`config.mk`:
```
export PLATFORM = sky130hd
export DESIGN_NAME = pca_counter_timebase_irq
export DESIGN_NICKNAME = d
export VERILOG_FILES = /design/src/rtl/pca_pkg.sv /design/src/rtl/pca_counter_timebase_irq.sv
export VERILOG_INCLUDE_DIRS = /design/src /design/src/rtl
export SDC_FILE = /design/constraint.sdc
export NUM_CORES = 1
export LEC_CHECK = 0
export BUFFER_PORTS_ARGS = -buffer_cell sky130_fd_sc_hd__buf_4
export CAP_MARGIN = 20
export CORE_MARGIN = 2
export CORE_UTILIZATION = 60
export CTS_CLUSTER_DIAMETER = 60
export DETAILED_ROUTE_END_ITERATION = 8
export PLACE_DENSITY = 0.83
export SYNTH_ARGS = -nofsm -noshare
export SYNTH_HDL_FRONTEND = slang
export SYNTH_SLANG_ARGS = --single-unit
```
`constraint.sdc`:
```
create_clock -name aclk -period 4.25 [get_ports aclk]
set_input_delay 0.425 -clock aclk [delete_from_list [all_inputs] [get_ports aclk]]
set_output_delay 0.425 -clock aclk [all_outputs]
set_load 0.03 [all_outputs]
```
`src/rtl/pca_params.svh`:
```
// Register offsets, field positions and reset values of the counter array
`ifndef PCA_PARAMS_SVH
`define PCA_PARAMS_SVH

// ------------------------------------------------------------------
// Register byte offsets
// ------------------------------------------------------------------
`define OFS_MODE       8'h00
`define OFS_CNT_LO     8'h04
`define OFS_CNT_HI     8'h08
`define OFS_STATUS     8'h0c
`define OFS_MASK       8'h10
`define OFS_CMP0       8'h14
`define OFS_CMP1       8'h18
`define OFS_CMP2       8'h1c

// ------------------------------------------------------------------
// Mode register fields
// ------------------------------------------------------------------
`define MODE_TBSEL_LSB 0
`define MODE_IDLE_BIT  3
`define MODE_WDT_BIT   4
`define MODE_ARRAY_BIT 5
`define MODE_GLOB_BIT  6
`define MODE_CHEN_LSB  8

// ------------------------------------------------------------------
// Status and mask fields
// ------------------------------------------------------------------
`define ST_OVF_BIT     0
`define ST_CH_LSB      1

// ------------------------------------------------------------------
// Timebase divisors and reset values
// ------------------------------------------------------------------
`define PRESC_LAST     4'hb
`define DIV4_LAST      2'h3
`define WDT_RST_VAL    1'h1
`define CNT_MAX        16'hffff

`endif

```
`src/rtl/pca_pkg.sv`:
```
// Types shared by the counter array design
package pca_pkg;

    // ------------------------------------------------------------------
    // Timebase selection codes
    // ------------------------------------------------------------------
    typedef enum logic [2:0] {
        TB_SYS_DIV12 = 3'h0,
        TB_SYS_DIV4  = 3'h1,
        TB_T0_OVF    = 3'h2,
        TB_EXT_FALL  = 3'h3,
        TB_SYS       = 3'h4,
        TB_OSC_DIV8  = 3'h5
    } timebase_e;

    // ------------------------------------------------------------------
    // Complete state of the block
    // ------------------------------------------------------------------
    typedef struct packed {
        logic [1:0]       ext_sync;
        logic             ext_prev;
        logic [1:0]       osc_sync;
        logic             osc_prev;
        logic [3:0]       presc;
        logic [15:0]      count;
        logic [7:0]       snap;
        logic [2:0]       tbsel;
        logic             idle_hold;
        logic             wdt_en;
        logic             array_en;
        logic             global_en;
        logic [3:0]       status;
        logic [3:0]       mask;
        logic [2:0]       chan_en;
        logic [2:0][15:0] cmp;
        logic [2:0]       io;
        logic             wdt_rst;
        logic             req;
        logic             irq;
        logic             awready;
        logic             wready;
        logic             aw_got;
        logic             w_got;
        logic [7:0]       awaddr;
        logic [31:0]      wdata;
        logic [3:0]       wstrb;
        logic             bvalid;
        logic [1:0]       bresp;
        logic             arready;
        logic             rvalid;
        logic [31:0]      rdata;
        logic [1:0]       rresp;
    } pca_state_s;

endpackage : pca_pkg

```
`src/rtl/pca_counter_timebase_irq.sv`:
```
// Counter array core: 16-bit timebase counter, compare channels, interrupt tree
//
// The AXI4-Lite register port and the register offsets were left to the implementer.
`timescale 1ns/1ps

`include "pca_params.svh"

module pca_counter_timebase_irq
    import pca_pkg::*;
(
    // Clock and reset
    input  wire logic        aclk,
    input  wire logic        aresetn,
    // AXI4-Lite write address
    input  wire logic        s_axi_awvalid,
    output logic             s_axi_awready,
    input  wire logic [7:0]  s_axi_awaddr,
    input  wire logic [2:0]  s_axi_awprot,
    // AXI4-Lite write data
    input  wire logic        s_axi_wvalid,
    output logic             s_axi_wready,
    input  wire logic [31:0] s_axi_wdata,
    input  wire logic [3:0]  s_axi_wstrb,
    // AXI4-Lite write response
    output logic             s_axi_bvalid,
    input  wire logic        s_axi_bready,
    output logic [1:0]       s_axi_bresp,
    // AXI4-Lite read address
    input  wire logic        s_axi_arvalid,
    output logic             s_axi_arready,
    input  wire logic [7:0]  s_axi_araddr,
    input  wire logic [2:0]  s_axi_arprot,
    // AXI4-Lite read data
    output logic             s_axi_rvalid,
    input  wire logic        s_axi_rready,
    output logic [31:0]      s_axi_rdata,
    output logic [1:0]       s_axi_rresp,
    // Timebase sources
    input  wire logic        ext_count_input,
    input  wire logic        ext_osc_div8,
    input  wire logic        timer0_ovf,
    // Processor state
    input  wire logic        cpu_idle,
    // Channel lines and interrupt outputs
    output logic [2:0]       channel_io_line,
    output logic [2:0]       channel_io_oe,
    output logic             array_irq_req,
    output logic             cpu_irq,
    output logic             wdt_reset
);

    // ------------------------------------------------------------------
    // State registers
    // ------------------------------------------------------------------
    pca_state_s s_r;
    pca_state_s s_nxt;

    logic        tick;
    logic        wr_fire;
    logic        rd_fire;
    logic [15:0] cnt_inc;
    logic [1:0]  cmp_idx;
    logic [31:0] rd_word;
    logic        rd_ok;
    logic        wr_ok;

    always_ff @(posedge aclk) begin
        if (!aresetn) begin
            s_r         <= '0;
            s_r.wdt_en  <= `WDT_RST_VAL;
            s_r.awready <= 1'h1;
            s_r.wready  <= 1'h1;
            s_r.arready <= 1'h1;
        end else begin
            s_r <= s_nxt;
        end
    end

    // ------------------------------------------------------------------
    // Next-state logic
    // ------------------------------------------------------------------
    always_comb begin
        s_nxt   = s_r;
        tick    = 1'h0;
        cnt_inc = s_r.count + 16'h0001;
        cmp_idx = 2'h0;
        rd_word = 32'h0;
        rd_ok   = 1'h1;
        wr_ok   = 1'h1;

        // Pin inputs pass two flops; edges are read from the second only
        s_nxt.ext_sync = {s_r.ext_sync[0], ext_count_input};
        s_nxt.ext_prev = s_r.ext_sync[1];
        s_nxt.osc_sync = {s_r.osc_sync[0], ext_osc_div8};
        s_nxt.osc_prev = s_r.osc_sync[1];

        // Free-running prescaler, shared by the /12 and /4 taps
        if (s_r.presc == `PRESC_LAST) begin
            s_nxt.presc = 4'h0;
        end else begin
            s_nxt.presc = s_r.presc + 4'h1;
        end

        // Timebase select; reserved codes give no tick
        case (timebase_e'(s_r.tbsel))
            TB_SYS_DIV12: tick = (s_r.presc == `PRESC_LAST);
            TB_SYS_DIV4:  tick = (s_r.presc[1:0] == `DIV4_LAST);
            TB_T0_OVF:    tick = timer0_ovf;
            TB_EXT_FALL:  tick = s_r.ext_prev & ~s_r.ext_sync[1];
            TB_SYS:       tick = 1'h1;
            TB_OSC_DIV8:  tick = s_r.osc_sync[1] & ~s_r.osc_prev;
            default:      tick = 1'h0;
        endcase

        // Idle hold gates the count; with hold clear Idle has no effect
        if (s_r.idle_hold && cpu_idle) begin
            tick = 1'h0;
        end

        // Counter advance, overflow and channel matches
        s_nxt.wdt_rst = 1'h0;
        if (tick) begin
            s_nxt.count = cnt_inc;
            if (s_r.count == `CNT_MAX) begin
                s_nxt.status[`ST_OVF_BIT] = 1'h1;
            end
            for (int i = 0; i < 3; i++) begin
                if (s_r.chan_en[i] && cnt_inc == s_r.cmp[i]) begin
                    s_nxt.status[`ST_CH_LSB + i] = 1'h1;
                    s_nxt.io[i] = ~s_r.io[i];
                end
            end
            if (s_r.wdt_en && cnt_inc == s_r.cmp[2]) begin
                s_nxt.wdt_rst = 1'h1;
            end
        end

        // ------------------------------------------------------------------
        // AXI write channel
        // ------------------------------------------------------------------
        if (s_axi_awvalid && s_r.awready) begin
            s_nxt.awaddr  = s_axi_awaddr;
            s_nxt.aw_got  = 1'h1;
            s_nxt.awready = 1'h0;
        end
        if (s_axi_wvalid && s_r.wready) begin
            s_nxt.wdata  = s_axi_wdata;
            s_nxt.wstrb  = s_axi_wstrb;
            s_nxt.w_got  = 1'h1;
            s_nxt.wready = 1'h0;
        end

        wr_fire = s_r.aw_got && s_r.w_got && !s_r.bvalid;
        cmp_idx = s_r.awaddr[3:2] - 2'h1;
        if (wr_fire) begin
            s_nxt.aw_got = 1'h0;
            s_nxt.w_got  = 1'h0;
            s_nxt.bvalid = 1'h1;
            case (s_r.awaddr)
                `OFS_MODE: begin
                    if (s_r.wstrb[0]) begin
                        // Watchdog on: only its own enable may change
                        s_nxt.wdt_en = s_r.wdata[`MODE_WDT_BIT];
                        if (!s_r.wdt_en) begin
                            s_nxt.tbsel     = s_r.wdata[`MODE_TBSEL_LSB +: 3];
                            s_nxt.idle_hold = s_r.wdata[`MODE_IDLE_BIT];
                            s_nxt.array_en  = s_r.wdata[`MODE_ARRAY_BIT];
                            s_nxt.global_en = s_r.wdata[`MODE_GLOB_BIT];
                        end
                    end
                    if (s_r.wstrb[1] && !s_r.wdt_en) begin
                        s_nxt.chan_en = s_r.wdata[`MODE_CHEN_LSB +: 3];
                    end
                end
                `OFS_CNT_LO: begin
                    if (s_r.wstrb[0] && !s_r.wdt_en) begin
                        s_nxt.count[7:0] = s_r.wdata[7:0];
                    end
                end
                `OFS_CNT_HI: begin
                    if (s_r.wstrb[0] && !s_r.wdt_en) begin
                        s_nxt.count[15:8] = s_r.wdata[7:0];
                    end
                end
                `OFS_STATUS: begin
                    // Write one to clear; a same-cycle event wins
                    if (s_r.wstrb[0]) begin
                        s_nxt.status = s_r.status & ~s_r.wdata[3:0];
                        if (tick && s_r.count == `CNT_MAX) begin
                            s_nxt.status[`ST_OVF_BIT] = 1'h1;
                        end
                        for (int i = 0; i < 3; i++) begin
                            if (tick && s_r.chan_en[i] && cnt_inc == s_r.cmp[i]) begin
                                s_nxt.status[`ST_CH_LSB + i] = 1'h1;
                            end
                        end
                    end
                end
                `OFS_MASK: begin
                    if (s_r.wstrb[0]) begin
                        s_nxt.mask = s_r.wdata[3:0];
                    end
                end
                `OFS_CMP0, `OFS_CMP1, `OFS_CMP2: begin
                    // Channel 2 compare is locked while it guards the system
                    if (!(s_r.wdt_en && cmp_idx == 2'h2)) begin
                        if (s_r.wstrb[0]) begin
                            s_nxt.cmp[cmp_idx][7:0] = s_r.wdata[7:0];
                        end
                        if (s_r.wstrb[1]) begin
                            s_nxt.cmp[cmp_idx][15:8] = s_r.wdata[15:8];
                        end
                    end
                end
                default: wr_ok = 1'h0;
            endcase
            s_nxt.bresp = wr_ok ? 2'h0 : 2'h2;
        end

        if (s_r.bvalid && s_axi_bready) begin
            s_nxt.bvalid  = 1'h0;
            s_nxt.awready = 1'h1;
            s_nxt.wready  = 1'h1;
        end

        // ------------------------------------------------------------------
        // AXI read channel
        // ------------------------------------------------------------------
        rd_fire = s_axi_arvalid && s_r.arready;
        case (s_axi_araddr)
            `OFS_MODE: begin
                rd_word[`MODE_TBSEL_LSB +: 3] = s_r.tbsel;
                rd_word[`MODE_IDLE_BIT]       = s_r.idle_hold;
                rd_word[`MODE_WDT_BIT]        = s_r.wdt_en;
                rd_word[`MODE_ARRAY_BIT]      = s_r.array_en;
                rd_word[`MODE_GLOB_BIT]       = s_r.global_en;
                rd_word[`MODE_CHEN_LSB +: 3]  = s_r.chan_en;
            end
            `OFS_CNT_LO: rd_word[7:0]  = s_r.count[7:0];
            `OFS_CNT_HI: rd_word[7:0]  = s_r.snap;
            `OFS_STATUS: rd_word[3:0]  = s_r.status;
            `OFS_MASK:   rd_word[3:0]  = s_r.mask;
            `OFS_CMP0:   rd_word[15:0] = s_r.cmp[0];
            `OFS_CMP1:   rd_word[15:0] = s_r.cmp[1];
            `OFS_CMP2:   rd_word[15:0] = s_r.cmp[2];
            default:     rd_ok = 1'h0;
        endcase

        if (rd_fire) begin
            s_nxt.arready = 1'h0;
            s_nxt.rvalid  = 1'h1;
            s_nxt.rdata   = rd_word;
            s_nxt.rresp   = rd_ok ? 2'h0 : 2'h2;
            // Latch taken in the same cycle as the low byte, so pair is coherent
            if (s_axi_araddr == `OFS_CNT_LO) begin
                s_nxt.snap = s_r.count[15:8];
            end
        end

        if (s_r.rvalid && s_axi_rready) begin
            s_nxt.rvalid  = 1'h0;
            s_nxt.arready = 1'h1;
        end

        // ------------------------------------------------------------------
        // Interrupt tree
        // ------------------------------------------------------------------
        s_nxt.req = |(s_nxt.status & s_nxt.mask);
        s_nxt.irq = s_nxt.req & s_nxt.array_en & s_nxt.global_en;
    end

    // ------------------------------------------------------------------
    // Outputs, all taken from flops
    // ------------------------------------------------------------------
    assign s_axi_awready   = s_r.awready;
    assign s_axi_wready    = s_r.wready;
    assign s_axi_bvalid    = s_r.bvalid;
    assign s_axi_bresp     = s_r.bresp;
    assign s_axi_arready   = s_r.arready;
    assign s_axi_rvalid    = s_r.rvalid;
    assign s_axi_rdata     = s_r.rdata;
    assign s_axi_rresp     = s_r.rresp;
    assign channel_io_line = s_r.io;
    assign channel_io_oe   = s_r.chan_en;
    assign array_irq_req   = s_r.req;
    assign cpu_irq         = s_r.irq;
    assign wdt_reset       = s_r.wdt_rst;

endmodule : pca_counter_timebase_irq

```
==> key figures <==
Outcome
  – Run status: completed

Critical path
  – Crit end category: register
  – RR Endpoint: cpu_irq$_SDFF_PN0_
  – Max incr delay on CP: 0.51 ns
  – Reg2Reg Setup Slack: 1.08 ns
  – CP Buf/Inv Count: 0
  – Req. time, crit path: 4.62 ns
  – Largest delay share family, worst path: simple AND/OR/NAND/NOR gates
  – Crit path max fanout: 10
  – Worst Setup SP: s_r[168]$_SDFF_PN0_
  – Critical path launch point type: register
  – Critical path cell sequence: ha_1, nand3_4, nor2_2, xor2_1, mux2_2, nor4_1, nand4b_1, nor2_1, o31a_1
  – CP max-delay cell: dfxtp_1
  – R2R cell count: 9
  – Critical path class: reg -> reg
  – Data arrival time of the critical path: 3.54 ns
  – Reg2Reg Launch Point: s_r[168]$_SDFF_PN0_

Placed design
  – Dpl ws: 1.19 ns
  – Routability Congestion: 0.995
  – Port buffer count: 76
  – Final HPWL DP: 16400 um

Hold path
  – Hold Startpoint: s_axi_wvalid
  – Hold Crit Class: in -> reg
  – Hold Path Stages: 2
  – WHS Endpoint: s_axi_wready$_SDFFE_PP1P_

Global routing
  – Tot GR Track Use: 0.323
  – Grt ovf: 0
  – Number of global-route vias before repair: 6844
  – First-pass GRT wire length: 36800 um
  – Largest net degree at the start of global routing: 71
  – Initial antenna violation count: 0

Routing
  – Starting DRT DRC Count: 1017
  – Routed wire per std cell: 19.8 um
  – First-pass DRT Iterations: 6
  – Post-DRT Antenna Nets: 0
  – Vias: 7337
  – # DRC: 0
  – WL final: 23300 um
  – Routed vias/inst: 6.23

Power
  – Power per cell area: 343 mW/mm^2
  – Peak supply drop: 0.000293 V
  – Lkg Pwr: 3.91 nW

CTS
  – Number of buffers created by CTS: 17
  – Register clock-pin slew on the reported worst setup and hold paths: 0.06 ns
  – Clock Path Buffers: 2
  – CTS tree: done
  – Skew-Pair Late Insertion Delay: 0.43 ns
  – Hold buffer count at CTS: 0
  – CTS sink cnt: 157
  – Root buffer cell: clkbuf_16
  – Post-CTS Setup Bufs: 0
  – H-tree depth: 4
  – Post-CTS resize count: 0

STA
  – Worst Max-Slew Pin Slew: 0.956 ns
  – Setup WS post-layout: 1.08 ns
  – Worst Hold Slack: 0.193 ns
  – Final setup viols: 0
  – Setup TNS: 0 ns
  – Max Slew Vio Count: 0
  – Hold Vio Cnt, Final: 0
  – Final period utilization: 0.746
  – Worst slew margin: 0.358
  – Achievable Freq: 315 MHz
  – RSZ-0062 raised after global routing: no
  – Min Tclk post-route: 3.17 ns
  – Worst Skew: 0.00858 ns

Synth
  – Sequential element share of the synthesized area: 0.381
  – Synth area leaders: dfxtp_1 38%, mux2i_1 7.5%, nor2_1 6.2%
  – Synth cell count leaders: 157 x dfxtp_1, 136 x nor2_1, 111 x nand2_1, 62 x mux2i_1, 59 x a21oi_1
  – Number of synthesized flops with an enable pin: 0
  – Syn. warnings: 0
  – Post-Syn Area: 0.00824 mm^2
  – Synth cell types: 76
  – Synth area leader: dfxtp_1
  – Synth Instances: 970
  – Main synth FF type: dfxtp_1
  – Post-synthesis sequential element count: 157
  – Most frequent cell after synthesis: dfxtp_1
  – Post-synth top area share: 0.381
  – Ys async rst share: 0
  – Syn avg cell area: 8.49 um^2

Cells and area
  – Number of diodes: 0
  – Layout cells sized above 1: 0.140
  – Fin nets: 1060
  – P&R area growth vs syn: 10.9%

Floorplanning
  – Ports: 119
  – Effective utilization at floorplan: 0.617
  – Core ar.: 0.0133 mm^2
  – Die height: 121 um
  – Row count: 42
  – Die X: 121 um
  – Die ar.: 0.0147 mm^2

Run
  – Max Cap Viol: 0
layer usage:
| layer | part of all wire | GRT usage | up-vias |
|---|---|---|---|
| li1 | - | - | 3413 |
| met1 | 0.40 | 0.427 | 3460 |
| met2 | 0.46 | 0.514 | 402 |
| met3 | 0.099 | 0.0724 | 62 |
| met4 | 0.034 | 0.124 | 0 |
| met5 | 0 | 0 | - |
how the worst max path moves through the flow:
stage	cells past startpoint	endpoint	slack, ns
global placement	8	array_irq_req$_SDFF_PN0_	1.18
detailed placement	9	array_irq_req$_SDFF_PN0_	1.19
CTS	9	cpu_irq$_SDFF_PN0_	1.17
floorplan	10	array_irq_req$_SDFF_PN0_	1.80
finish	9	cpu_irq$_SDFF_PN0_	1.08
global route	9	array_irq_req$_SDFF_PN0_	0.93
power by group:
| group | internal (mW) | switching (mW) | total (mW) |
|---|---|---|---|
| clock | 0.838 | 0.590 | 1.43 |
| sequential | 1.50 | 0.0353 | 1.53 |
| combinational | 0.0622 | 0.113 | 0.175 |
cell type report:
class                      instances  area [um^2]
tap                              176          220
sequential                       157         3140
fill                            1094         4210
timing repair buffer              84          631
multi-input combinational        716         4540
clock inverter                     9         86.3
clock buffer                      23          468
inverter                          13         51.3
cell families after synthesis:
group	count (synthesis)	share of synthesized area
adders and majority gates	2	0.00304
other	1	0.000455
buffers and inverters	114	0.0755
and+or+nand+nor	383	0.229
AOI/OAI and AO/OA	178	0.151
muxes	64	0.0781
DFF	157	0.381
xor gates and xnor gates	71	0.0815
placed cells by master (no fill, tap or decap), types with 5 or more instances in the layout:
| cell | instances |
|---|---|
| mux2i_1 | 62 |
| inv_1 | 12 |
| nor2_1 | 136 |
| nor2b_1 | 6 |
| nand2b_1 | 9 |
| xnor2_1 | 39 |
| nor4_1 | 7 |
| a211oi_1 | 19 |
| nand2_1 | 111 |
| nor3_1 | 10 |
| o21ai_0 | 16 |
| nand4_1 | 11 |
| xor2_1 | 28 |
| conb_1 | 18 |
| and2_1 | 13 |
| a21oi_1 | 59 |
| nand3_1 | 35 |
| clkbuf_16 | 17 |
| a31oi_1 | 9 |
| a22o_1 | 5 |
| dfxtp_1 | 157 |
| a22oi_1 | 15 |
| and3_1 | 8 |
| buf_4 | 84 |
| a221oi_1 | 5 |
| a222oi_1 | 14 |
per-stage QoR:
step	instances	instance area, um^2	power, mW	util
2_1_floorplan	987	8300	1.68	-
3_3_place_gp	1146	8580	1.73	0.643
3_5_place_dp	1146	8580	1.74	0.643
4_1_cts	1178	9140	3.15	0.685
5_1_grt	1178	9140	3.24	0.685
6_report	1178	9140	3.14	0.685
Note: power is estimated with default switching activity, not from simulation.
